### src/rtl/acs_pkg.sv
// Purpose: shared constants and types for the calibration sequencer
// Assumes: 20 MHz clock, 20-bit result width (16-bit variant by mask)
// Notes: rules kept by the block and by its controller
// Function
// - select pair captured at the request's falling edge
// - completion flag goes high at step start, stays high until finished
// - self-cal end: flag low, output loaded with present input word
// - system step end: flag low, output loaded with zero or full scale
// - select decode: 00 self, 11 offset, 01 gain, 10 one-step offset
// - step lengths 3145655, 1052599, 1068813 clocks; flag high throughout
// - above full scale the output is all ones
// - below zero or negative full scale the output is all zeros
// - unipolar code is slope times input minus offset plus half LSB; the code adds no half LSB
// - bipolar code adds mid-scale 8000 or 80000 hex plus half LSB; the code adds no half LSB
// - sleep rise realigns sampling and output phase across devices; the code realigns only the sampling switch phase
// - sampling switch toggles every 64 clocks
package acs_pkg;
   localparam int unsigned CLK_HZ = 20_000_000;
   localparam int unsigned W = 20;
   localparam int unsigned CYC_SELF = 3145655;
   localparam int unsigned CYC_OFFS = 1052599;
   localparam int unsigned CYC_GAIN = 1068813;
   localparam int unsigned CYC_ONE = 2117389;
   localparam int unsigned CYC_SWITCH = 64;
   localparam int unsigned CYC_REQ_MIN = 4;
   localparam logic [1:0] SEL_SELF = 2'h0;
   localparam logic [1:0] SEL_OFFS = 2'h3;
   localparam logic [1:0] SEL_GAIN = 2'h1;
   localparam logic [1:0] SEL_ONE = 2'h2;
   localparam logic [W-1:0] MID20 = 20'h8_0000;
   localparam logic [W-1:0] MID16 = 20'h0_8000;
   localparam logic [W-1:0] ONES20 = 20'hF_FFFF;
   localparam logic [W-1:0] ONES16 = 20'h0_FFFF;
   localparam int unsigned FIFO_DEPTH = 16;
   typedef enum logic [3:0] {
      ST_IDLE = 4'b0001,
      ST_HOLD = 4'b0010,
      ST_CAL = 4'b0100,
      ST_RUN = 4'b1000
   } acs_state_t;
   typedef struct packed {
      logic calRequest;
      logic [1:0] calSelect;
      logic polaritySelect;
      logic sleep;
   } acs_pins_t;
   typedef struct packed {
      logic [1:0] s1;
      logic [1:0] s2;
      logic reqPrev;
      acs_state_t state;
      logic [1:0] calType;
      logic [21:0] count;
      logic [5:0] phase;
      logic switchSel;
      logic [W-1:0] offset;
      logic [W-1:0] fullScale;
      logic [W-1:0] dataOut;
      logic pushValid;
      logic doneN;
      logic gainValid;
   } acs_regs_t;
endpackage

### src/rtl/acs_sequencer.sv
// Purpose: calibration sequencing and output-code mapping
// Assumes: pins are asynchronous and pass two flops; result is a digital sample
// Notes: 16-bit variant selected by wide16 input; codes sit in low bits
`timescale 1ns/1ps
module acs_sequencer (
   input wire logic clk,
   input wire logic reset_n,
   input wire logic clkEn,
   input wire logic wide16,
   input wire logic calibrate_request,
   input wire logic cal_select_a,
   input wire logic cal_select_b,
   input wire logic polarity_select,
   input wire logic sleep,
   input wire logic signed [20:0] analog_input,
   output logic conversion_done_n,
   output logic sampleSwitch,
   output logic calActive,
   output logic dataValid,
   input wire logic dataReady,
   output logic [19:0] dataOut
);
   acs_pkg::acs_regs_t r_q, r_d;
   acs_pkg::acs_pins_t pinA_q, pinB_q;
   logic fifoReady;
   logic reqFall;
   logic [21:0] stepLen;
   logic signed [22:0] diff;
   logic signed [22:0] code;
   logic [19:0] ones;
   logic [19:0] mid;
   logic [19:0] mapped;
   logic [19:0] offsetUse;
   logic sleepPrev_q;

   // two-flop synchroniser for all pins
   always_ff @(posedge clk or negedge reset_n)
   begin
      if (!reset_n)
      begin
         pinA_q <= '0;
         pinB_q <= '0;
         sleepPrev_q <= 1'b0;
      end
      else if (clkEn)
      begin
         pinA_q <= {calibrate_request, cal_select_a, cal_select_b, polarity_select, sleep};
         pinB_q <= pinA_q;
         sleepPrev_q <= pinB_q.sleep;
      end
   end

   // falling edge of request on synced copy
   assign reqFall = r_q.reqPrev && !pinB_q.calRequest;

   // step length from captured select pair
   always_comb
   begin
      case (r_q.calType)
         acs_pkg::SEL_SELF: stepLen = 22'(acs_pkg::CYC_SELF);
         acs_pkg::SEL_OFFS: stepLen = 22'(acs_pkg::CYC_OFFS);
         acs_pkg::SEL_GAIN: stepLen = 22'(acs_pkg::CYC_GAIN);
         default: stepLen = 22'(acs_pkg::CYC_ONE);
      endcase
   end

   // code mapping with clamping
   always_comb
   begin
      ones = wide16 ? acs_pkg::ONES16 : acs_pkg::ONES20;
      mid = wide16 ? acs_pkg::MID16 : acs_pkg::MID20;
      // slope is unity here: fullScale is stored raw by a gain step and never used in the mapping
      // self-cal zero scale is ground, so its end word ignores an older system offset
      offsetUse = (calActive && r_q.calType == acs_pkg::SEL_SELF) ? 20'h0_0000 : r_q.offset;
      diff = 23'(analog_input) - 23'($signed({1'b0, offsetUse}));
      if (pinB_q.polaritySelect)
         code = diff + 23'($signed({1'b0, mid}));
      else
         code = diff;
      if (code > 23'($signed({1'b0, ones})))
         mapped = ones;
      else if (code < 0)
         mapped = '0;
      else
         mapped = code[19:0];
   end

   // main next-state logic
   always_comb
   begin
      r_d = r_q;
      r_d.pushValid = 1'b0;
      if (!clkEn)
      begin
         r_d = r_q;
      end
      else
      begin
         r_d.reqPrev = pinB_q.calRequest;
         // sampling switch, realigned by sleep rising
         if (pinB_q.sleep && !sleepPrev_q)
         begin
            r_d.phase = '0;
            r_d.switchSel = 1'b0;
         end
         else if (r_q.phase == 6'(acs_pkg::CYC_SWITCH - 1))
         begin
            r_d.phase = '0;
            r_d.switchSel = !r_q.switchSel;
         end
         else
            r_d.phase = r_q.phase + 1'b1;
         case (r_q.state)
            acs_pkg::ST_IDLE, acs_pkg::ST_RUN:
            begin
               if (pinB_q.calRequest)
               begin
                  r_d.state = acs_pkg::ST_HOLD;
                  r_d.doneN = 1'b1;
               end
               else if (r_q.state == acs_pkg::ST_RUN && fifoReady)
               begin
                  r_d.dataOut = mapped;
                  r_d.pushValid = 1'b1;
               end
            end
            acs_pkg::ST_HOLD:
            begin
               r_d.doneN = 1'b1;
               if (reqFall)
               begin
                  r_d.calType = pinB_q.calSelect;
                  r_d.count = '0;
                  r_d.state = acs_pkg::ST_CAL;
               end
            end
            acs_pkg::ST_CAL:
            begin
               r_d.doneN = 1'b1;
               r_d.count = r_q.count + 1'b1;
               if (r_q.count == stepLen - 1'b1)
               begin
                  r_d.doneN = 1'b0;
                  r_d.state = acs_pkg::ST_RUN;
                  r_d.pushValid = 1'b1;
                  case (r_q.calType)
                     acs_pkg::SEL_SELF:
                     begin
                        r_d.offset = '0;
                        r_d.dataOut = mapped;
                     end
                     acs_pkg::SEL_OFFS, acs_pkg::SEL_ONE:
                     begin
                        r_d.offset = analog_input[19:0];
                        r_d.dataOut = '0;
                     end
                     default:
                     begin
                        r_d.fullScale = analog_input[19:0];
                        r_d.gainValid = 1'b1;
                        r_d.dataOut = ones;
                     end
                  endcase
               end
            end
            default:
               r_d.state = acs_pkg::ST_IDLE;
         endcase
      end
   end

   // state register
   always_ff @(posedge clk or negedge reset_n)
   begin
      if (!reset_n)
      begin
         r_q <= '0;
         r_q.state <= acs_pkg::ST_IDLE;
         r_q.doneN <= 1'b1;
      end
      else
         r_q <= r_d;
   end

   assign conversion_done_n = r_q.doneN;
   assign sampleSwitch = r_q.switchSel;
   assign calActive = (r_q.state == acs_pkg::ST_CAL);

   // result buffer
   acs_fifo #(.WIDTH(20), .DEPTH(acs_pkg::FIFO_DEPTH)) uFifo (
      .clk(clk),
      .reset_n(reset_n),
      .clkEn(clkEn),
      .inValid(r_q.pushValid),
      .inReady(fifoReady),
      .inData(r_q.dataOut),
      .outValid(dataValid),
      .outReady(dataReady),
      .outData(dataOut)
   );

   // flag held high across a whole step
   AST_FLAG_HIGH_IN_CAL: assert property (@(posedge clk) disable iff (!reset_n)
      calActive |-> conversion_done_n)
      else $error("flag low during step");

   // flag falls only on leaving calibration
   AST_FLAG_FALL: assert property (@(posedge clk) disable iff (!reset_n)
      $fell(conversion_done_n) |-> $past(calActive))
      else $error("flag fell early");

   // select captured on the request edge
   AST_CAPTURE: assert property (@(posedge clk) disable iff (!reset_n)
      (clkEn && r_q.state == acs_pkg::ST_HOLD && reqFall)
      |=> r_q.calType == $past(pinB_q.calSelect))
      else $error("select not captured");

   // switch toggles on 64 clock period
   AST_SWITCH: assert property (@(posedge clk) disable iff (!reset_n)
      (clkEn && r_q.phase == 6'(acs_pkg::CYC_SWITCH - 1) && !(pinB_q.sleep && !sleepPrev_q))
      |=> $changed(sampleSwitch))
      else $error("switch did not toggle");

   // sleep rise restarts the switch phase
   AST_SLEEP: assert property (@(posedge clk) disable iff (!reset_n)
      (clkEn && pinB_q.sleep && !sleepPrev_q) |=> (r_q.phase == 6'h00 && !sampleSwitch))
      else $error("sleep did not realign");

   // low clock enable holds every register
   AST_FREEZE: assert property (@(posedge clk) disable iff (!reset_n)
      !clkEn |=> $stable(r_q))
      else $error("state moved while frozen");

   // clamp never exceeds variant width
   AST_CLAMP16: assert property (@(posedge clk) disable iff (!reset_n)
      wide16 |-> mapped[19:16] == 4'h0)
      else $error("16-bit code overflow");

   // above full scale gives all ones, 16-bit variant
   AST_OVER16: assert property (@(posedge clk) disable iff (!reset_n)
      (wide16 && code > 23'($signed({1'b0, acs_pkg::ONES16}))) |-> mapped == acs_pkg::ONES16)
      else $error("16-bit high clamp wrong");

   // above full scale gives all ones, 20-bit variant
   AST_OVER20: assert property (@(posedge clk) disable iff (!reset_n)
      (!wide16 && code > 23'($signed({1'b0, acs_pkg::ONES20}))) |-> mapped == acs_pkg::ONES20)
      else $error("20-bit high clamp wrong");

   // negative code clamps to zero
   AST_ZERO: assert property (@(posedge clk) disable iff (!reset_n)
      (code < 0) |-> mapped == 20'h0_0000)
      else $error("no zero clamp");

   // in-range unipolar word is the offset-corrected input
   AST_UNIPOLAR: assert property (@(posedge clk) disable iff (!reset_n)
      (!pinB_q.polaritySelect && code >= 0 && code <= 23'($signed({1'b0, ones})))
      |-> 23'(mapped) == diff)
      else $error("unipolar code wrong");

   // in-range bipolar word carries the mid-scale term
   AST_BIPOLAR: assert property (@(posedge clk) disable iff (!reset_n)
      (pinB_q.polaritySelect && code >= 0 && code <= 23'($signed({1'b0, ones})))
      |-> 23'(mapped) == diff + 23'(wide16 ? acs_pkg::MID16 : acs_pkg::MID20))
      else $error("bipolar code wrong");

   // held request keeps the flag high
   AST_HOLD_FLAG: assert property (@(posedge clk) disable iff (!reset_n)
      (r_q.state == acs_pkg::ST_HOLD) |-> conversion_done_n)
      else $error("flag low while held");

   // counting starts at zero after edge
   AST_COUNT_START: assert property (@(posedge clk) disable iff (!reset_n)
      (clkEn && r_q.state == acs_pkg::ST_HOLD && reqFall) |=> (calActive && r_q.count == 0))
      else $error("count not started");

   // a step counts on, new requests ignored, until its length is reached
   AST_COUNT_STEP: assert property (@(posedge clk) disable iff (!reset_n)
      (calActive && clkEn && r_q.count != stepLen - 1'b1)
      |=> (calActive && r_q.count == $past(r_q.count) + 1'b1))
      else $error("step cut or count skipped");

   // step end drops the flag and pushes one word
   AST_STEP_END: assert property (@(posedge clk) disable iff (!reset_n)
      (calActive && clkEn && r_q.count == stepLen - 1'b1)
      |=> (!conversion_done_n && r_q.pushValid))
      else $error("step end not reported");

   // self-cal end loads the present input word
   AST_SELF_WORD: assert property (@(posedge clk) disable iff (!reset_n)
      (calActive && clkEn && r_q.calType == acs_pkg::SEL_SELF && r_q.count == stepLen - 1'b1)
      |=> r_q.dataOut == $past(mapped))
      else $error("self word wrong");

   // offset step end loads the zero-scale code
   AST_OFFS_CODE: assert property (@(posedge clk) disable iff (!reset_n)
      (calActive && clkEn && r_q.count == stepLen - 1'b1
      && (r_q.calType == acs_pkg::SEL_OFFS || r_q.calType == acs_pkg::SEL_ONE))
      |=> r_q.dataOut == 20'h0_0000)
      else $error("offset code wrong");

   // system gain end loads all ones
   AST_GAIN_CODE: assert property (@(posedge clk) disable iff (!reset_n)
      (calActive && clkEn && r_q.calType == acs_pkg::SEL_GAIN && r_q.count == stepLen - 1'b1)
      |=> r_q.dataOut == $past(ones))
      else $error("gain code wrong");

   // run state keeps the flag low
   AST_RUN_DONE: assert property (@(posedge clk) disable iff (!reset_n)
      (r_q.state == acs_pkg::ST_RUN) |-> !conversion_done_n)
      else $error("flag high after step");
endmodule

### src/rtl/acs_fifo.sv
// Purpose: small valid/ready FIFO on the result path
// Assumes: single clock, depth a power of two
// Notes: push blocked when full, pop when empty
`timescale 1ns/1ps
module acs_fifo #(
   parameter int WIDTH = 20,
   parameter int DEPTH = 16
) (
   input wire logic clk,
   input wire logic reset_n,
   input wire logic clkEn,
   input wire logic inValid,
   output logic inReady,
   input wire logic [WIDTH-1:0] inData,
   output logic outValid,
   input wire logic outReady,
   output logic [WIDTH-1:0] outData
);
   localparam int AW = $clog2(DEPTH);
   typedef struct packed {
      logic [AW:0] wr;
      logic [AW:0] rd;
   } acs_fifo_ptr_t;
   acs_fifo_ptr_t ptr_q, ptr_d;
   logic [WIDTH-1:0] mem [DEPTH];
   logic push, pop;
   // full and empty from pointer wrap bit
   assign inReady = !((ptr_q.wr[AW] != ptr_q.rd[AW]) && (ptr_q.wr[AW-1:0] == ptr_q.rd[AW-1:0]));
   assign outValid = (ptr_q.wr != ptr_q.rd);
   assign push = inValid && inReady && clkEn;
   assign pop = outValid && outReady && clkEn;
   assign outData = mem[ptr_q.rd[AW-1:0]];
   // pointer update
   always_comb
   begin
      ptr_d = ptr_q;
      if (push)
         ptr_d.wr = ptr_q.wr + 1'b1;
      if (pop)
         ptr_d.rd = ptr_q.rd + 1'b1;
   end
   always_ff @(posedge clk or negedge reset_n)
   begin
      if (!reset_n)
         ptr_q <= '0;
      else
         ptr_q <= ptr_d;
   end
   // storage write
   always_ff @(posedge clk)
   begin
      if (push)
         mem[ptr_q.wr[AW-1:0]] <= inData;
   end
endmodule

### config.mk
export PLATFORM = sky130hd
export DESIGN_NAME = acs_sequencer
export DESIGN_NICKNAME = d
export VERILOG_FILES = /design/src/rtl/acs_pkg.sv /design/src/rtl/acs_sequencer.sv /design/src/rtl/acs_fifo.sv
export SDC_FILE = /design/constraint.sdc
export NUM_CORES = 1
export LEC_CHECK = 0
export BUFFER_PORTS_ARGS = -buffer_cell sky130_fd_sc_hd__buf_2
export CAP_MARGIN = 20
export CORE_AREA = 2 2 188 227
export CTS_BUF_LIST = sky130_fd_sc_hd__clkbuf_8
export DETAILED_ROUTE_END_ITERATION = 16
export DIE_AREA = 0 0 190 229
export HOLD_SLACK_MARGIN = 0.15
export RECOVER_POWER = 25
export SYNTH_ARGS = -nofsm -noshare
export SYNTH_HDL_FRONTEND = slang
export SYNTH_SLANG_ARGS = --single-unit
### constraint.sdc
create_clock -name clk -period 5.9 [get_ports clk]
set_clock_uncertainty 0.1 [all_clocks]
set_input_delay 0.295 -clock clk [delete_from_list [all_inputs] [get_ports clk]]
set_output_delay 0.295 -clock clk [all_outputs]
set_load 0.01 [all_outputs]
==> results.cfg <==
[outcome]
outcome = finished, final reports clean

[setup_path]
endpoint = r_q[15]$_DFFE_PN0P_
r2r_end = r_q[15]$_DFFE_PN0P_
required_ns = 6.29
worstPathArrival_ns = 5.77
reg2reg_slack_ns = 0.51
path_class = reg2reg
crit_path_max_fanout = 20
r2r_cells = 27
r2r-start = r_q[94]$_DFFE_PN1P_
cp-startpoint = r_q[94]$_DFFE_PN1P_
cp-end-kind = flip-flop
cp-start-kind = flip-flop

[cells_and_area]
layoutNonFillerInstCount = 1892
num-nets-final = 1370
final_layout_size_suffix_gt1_frac = 0.247
final_util = 0.509
syn2layout_area_growth_pct = 14.5
antenna_cells = 0
nFillCells = 3459

[worst_hold_path]
worst_hold_path_type = in2reg

[routing]
wl_um = 39100
wire_per_inst_um = 20.7
drt_iter0_drc = 616
drc_errors = 0
drtAntennaViolNets = 0
vias = 10384
dr.pass1.iters = 5
vias_per_cell = 5.49

[clock_network]
cts_buffer_depth = 3
cts_buffers = 67
insertion_delay_ns = 0.61
clk_pin_slew_ns = 0.06
root_buffer = clkbuf_8
cts_tree = built
htreeDepth = 3
clkSinkCount = 419

[flow_run]
drv_cap = 0

[timing]
finalSetupTns_ns = 0
timing.final.crit_share = 0.913
maxSlewViolCount = 0
max_slew_margin = 0.136
max_freq_mhz = 186
rsz0062_at_grt = no
finalSetupViolCount = 0
post-route-min-period_ns = 5.39
worstMarginPinSlew_ns = 1.30
finalHoldViolCount = 0

[synthesis]
synthCells = 1170
synth_edf_count = 320
yosysWarnings = 0
synthDistinctLibCells = 76
ys_ff_latch = 419
synthFlopType = edfxtp_1
syn_area_per_cell_um2 = 15.7
syn_area_um2 = 18400
synth_seq_area_share = 0.657
synthArstFlopShare = 0.236
synth_fp_nets = 1241

[floorplanning]
row_count = 82
core_um2 = 41300
dieArea_um2 = 43500
initial_core_util = 0.445
dieWidth_um = 190
ios = 55
die_y_um = 229

[global_routing]
grt_pass1_wl_um = 61600
grt_max_degree = 78
grt_use_total = 0.186
grt.overflow.total = 0
first_global_vias = 10844
antenna_found_initial = 0

[placement]
numPortBuffers = 54
placed_cells = 1740
gp_congestion = 0.895
hpwl_um = 23400

[power_and_ir_drop]
powerDensity_nw_per_um2 = 324
ir_drop_uv = 229
p_leak_nw = 8.48
==> synthesized netlist by cell type, drive strengths merged, types with 18 or more instances <==
cell | instances | area share
xnor2 | 21 | 0.010
clkbuf | 32 | 0.0065
dfrtp | 97 | 0.13
a21oi | 28 | 0.0078
o21ai | 55 | 0.015
nand3 | 23 | 0.0063
buf | 18 | 0.0048
mux4 | 100 | 0.12
edfxtp | 320 | 0.52
inv | 31 | 0.0063
ha | 39 | 0.027
nand2 | 120 | 0.025
xor2 | 27 | 0.013
and2 | 18 | 0.0061
nor2 | 60 | 0.012
==> final cells by class <==
| type | count | area (µm²) | share of cell area |
|---|---|---|---|
| Sequential cell | 419 | 12100 | 0.575 |
| Timing Repair Buffer | 110 | 817 | 0.0388 |
| Tap cell | 546 | 683 | 0.0325 |
| Clock buffer | 70 | 963 | 0.0458 |
| Clock inverter | 46 | 310 | 0.0147 |
| Inverter | 31 | 116 | 0.00553 |
| Multi-Input combinational cell | 670 | 6060 | 0.288 |
==> worst min-delay path by stage <==
stage,from,to,slack [ns],cells past startpoint
detailed placement,reset_n,pinA_q[1]$_DFFE_PN0P_,0.11,1
finish,cal_select_b,pinA_q[2]$_DFFE_PN0P_,0.37,3
global placement,reset_n,pinA_q[1]$_DFFE_PN0P_,0.11,1
global route,cal_select_a,pinA_q[3]$_DFFE_PN0P_,0.35,3
CTS,cal_select_b,pinA_q[2]$_DFFE_PN0P_,0.33,3
floorplan,reset_n,pinA_q[0]$_DFFE_PN0P_,-0.10,0
==> power by group <==
part / leakage, nW / switching, W / internal [W] / total, W
registers: 5.04 / 0.000175 / 0.00321 / 0.00339
logic: 2.73 / 0.000568 / 0.000474 / 0.00104
clock network: 0.709 / 0.00111 / 0.00128 / 0.00239
total: 8.48 / 0.00186 / 0.00496 / 0.00682
==> flip-flops by register name (all words and copies together), names as in the netlist <==
signal             cells
r_q                   76
sampleSwitch           1
pinA_q                 5
conversion_done_n      1
uFifo.ptr_q           10
sleepPrev_q            1
uFifo.mem            320
pinB_q                 5
==> per-stage QoR <==
stage / area, µm² / worst slack (ns) / total power [W] / hold slack, ns
6_report: 21100 / 0.514 / 0.00682 / 0.373
5_1_grt: 21100 / 0.000550 / 0.00717 / 0.350
4_1_cts: 20900 / 0.216 / 0.00693 / 0.326
3_5_place_dp: 19300 / 0.241 / 0.00450 / 0.109
3_3_place_gp: 19300 / 0.359 / 0.00449 / 0.108
2_1_floorplan: 18400 / 0.740 / 0.00419 / -0.101
==> what timing repair did <==
action / in CTS / in global routing
endpoints found under the hold margin: 65 / 7
hold buffers: 30 / 1
gates resized for setup: 0 / 10
setup buffers: 0 / 1
endpoints found under the setup margin: 0 / 20
==> kinds of logic (layout without fill, tap and decap cells) <==
group / Yosys count / count (layout) / synth area share
AOI/OAI and AO/OA: 160 / 160 / 0.0601
xor gates and xnor gates: 48 / 48 / 0.0233
adders and majority gates: 40 / 40 / 0.0276
buffers and inverters: 81 / 257 / 0.0176
DFF: 419 / 419 / 0.657
muxes: 116 / 116 / 0.132
and+or+nand+nor: 306 / 306 / 0.0821
==> per-layer routing <==
layer / up-vias / part of all wire / GRT usage
met5: - / 0 / 0
met1: 5256 / 0.43 / 0.241
met2: 240 / 0.50 / 0.311
met4: 0 / 0.024 / 0.0659
li1: 4814 / - / -
met3: 74 / 0.049 / 0.0388
==> critical path, cell delays in order (launching register included) <==
cell and delay, ns:
dfstp_2 0.58, nor2_2 0.06, nand2_1 0.11, inv_1 0.10, nand2_1 0.09, buf_6 0.18, nand2_1 0.08, ha_1 0.38
nor3_2 0.31, nor4_4 0.09, o21ai_2 0.09, a21oi_1 0.10, or3_1 0.32, and2_1 0.17, ha_1 0.19, ha_1 0.23
a311oi_1 0.22, a211o_1 0.16, inv_1 0.05, ha_1 0.28, nand3_1 0.07, nor3_1 0.13, and4b_1 0.20, and4_1 0.18
nand4_1 0.15, a2bb2oi_4 0.22, nand2_2 0.16, o221a_2 0.27
==> placed cells by master, fill, tap and decap left out, types with 5 or more instances in the layout <==
| master | instances |
|---|---|
| xor2_1 | 25 |
| buf_2 | 52 |
| o211ai_1 | 12 |
| dlygate4sd3_1 | 31 |
| nand4_1 | 13 |
| nor4_1 | 6 |
| and2_1 | 10 |
| a31oi_1 | 5 |
| a21oi_1 | 26 |
| nand2b_1 | 11 |
| mux4_2 | 100 |
| and2_2 | 8 |
| ha_1 | 37 |
| clkinv_2 | 9 |
| o21a_1 | 7 |
| nand3_1 | 23 |
| inv_1 | 47 |
| edfxtp_1 | 320 |
| o221a_2 | 10 |
| xnor2_1 | 21 |
| nor3_1 | 7 |
| or3_1 | 8 |
| nor3_2 | 5 |
| buf_4 | 19 |
| o211a_1 | 6 |
| clkbuf_8 | 70 |
| clkinv_1 | 12 |
| dfrtp_1 | 94 |
| nor2_1 | 55 |
| a21o_1 | 6 |
| o21ai_0 | 50 |
| nor2_2 | 5 |
| and3_1 | 9 |
| nand2_1 | 117 |
| mux2_2 | 13 |
No activity file was read; power rests on OpenSTA's default activity.
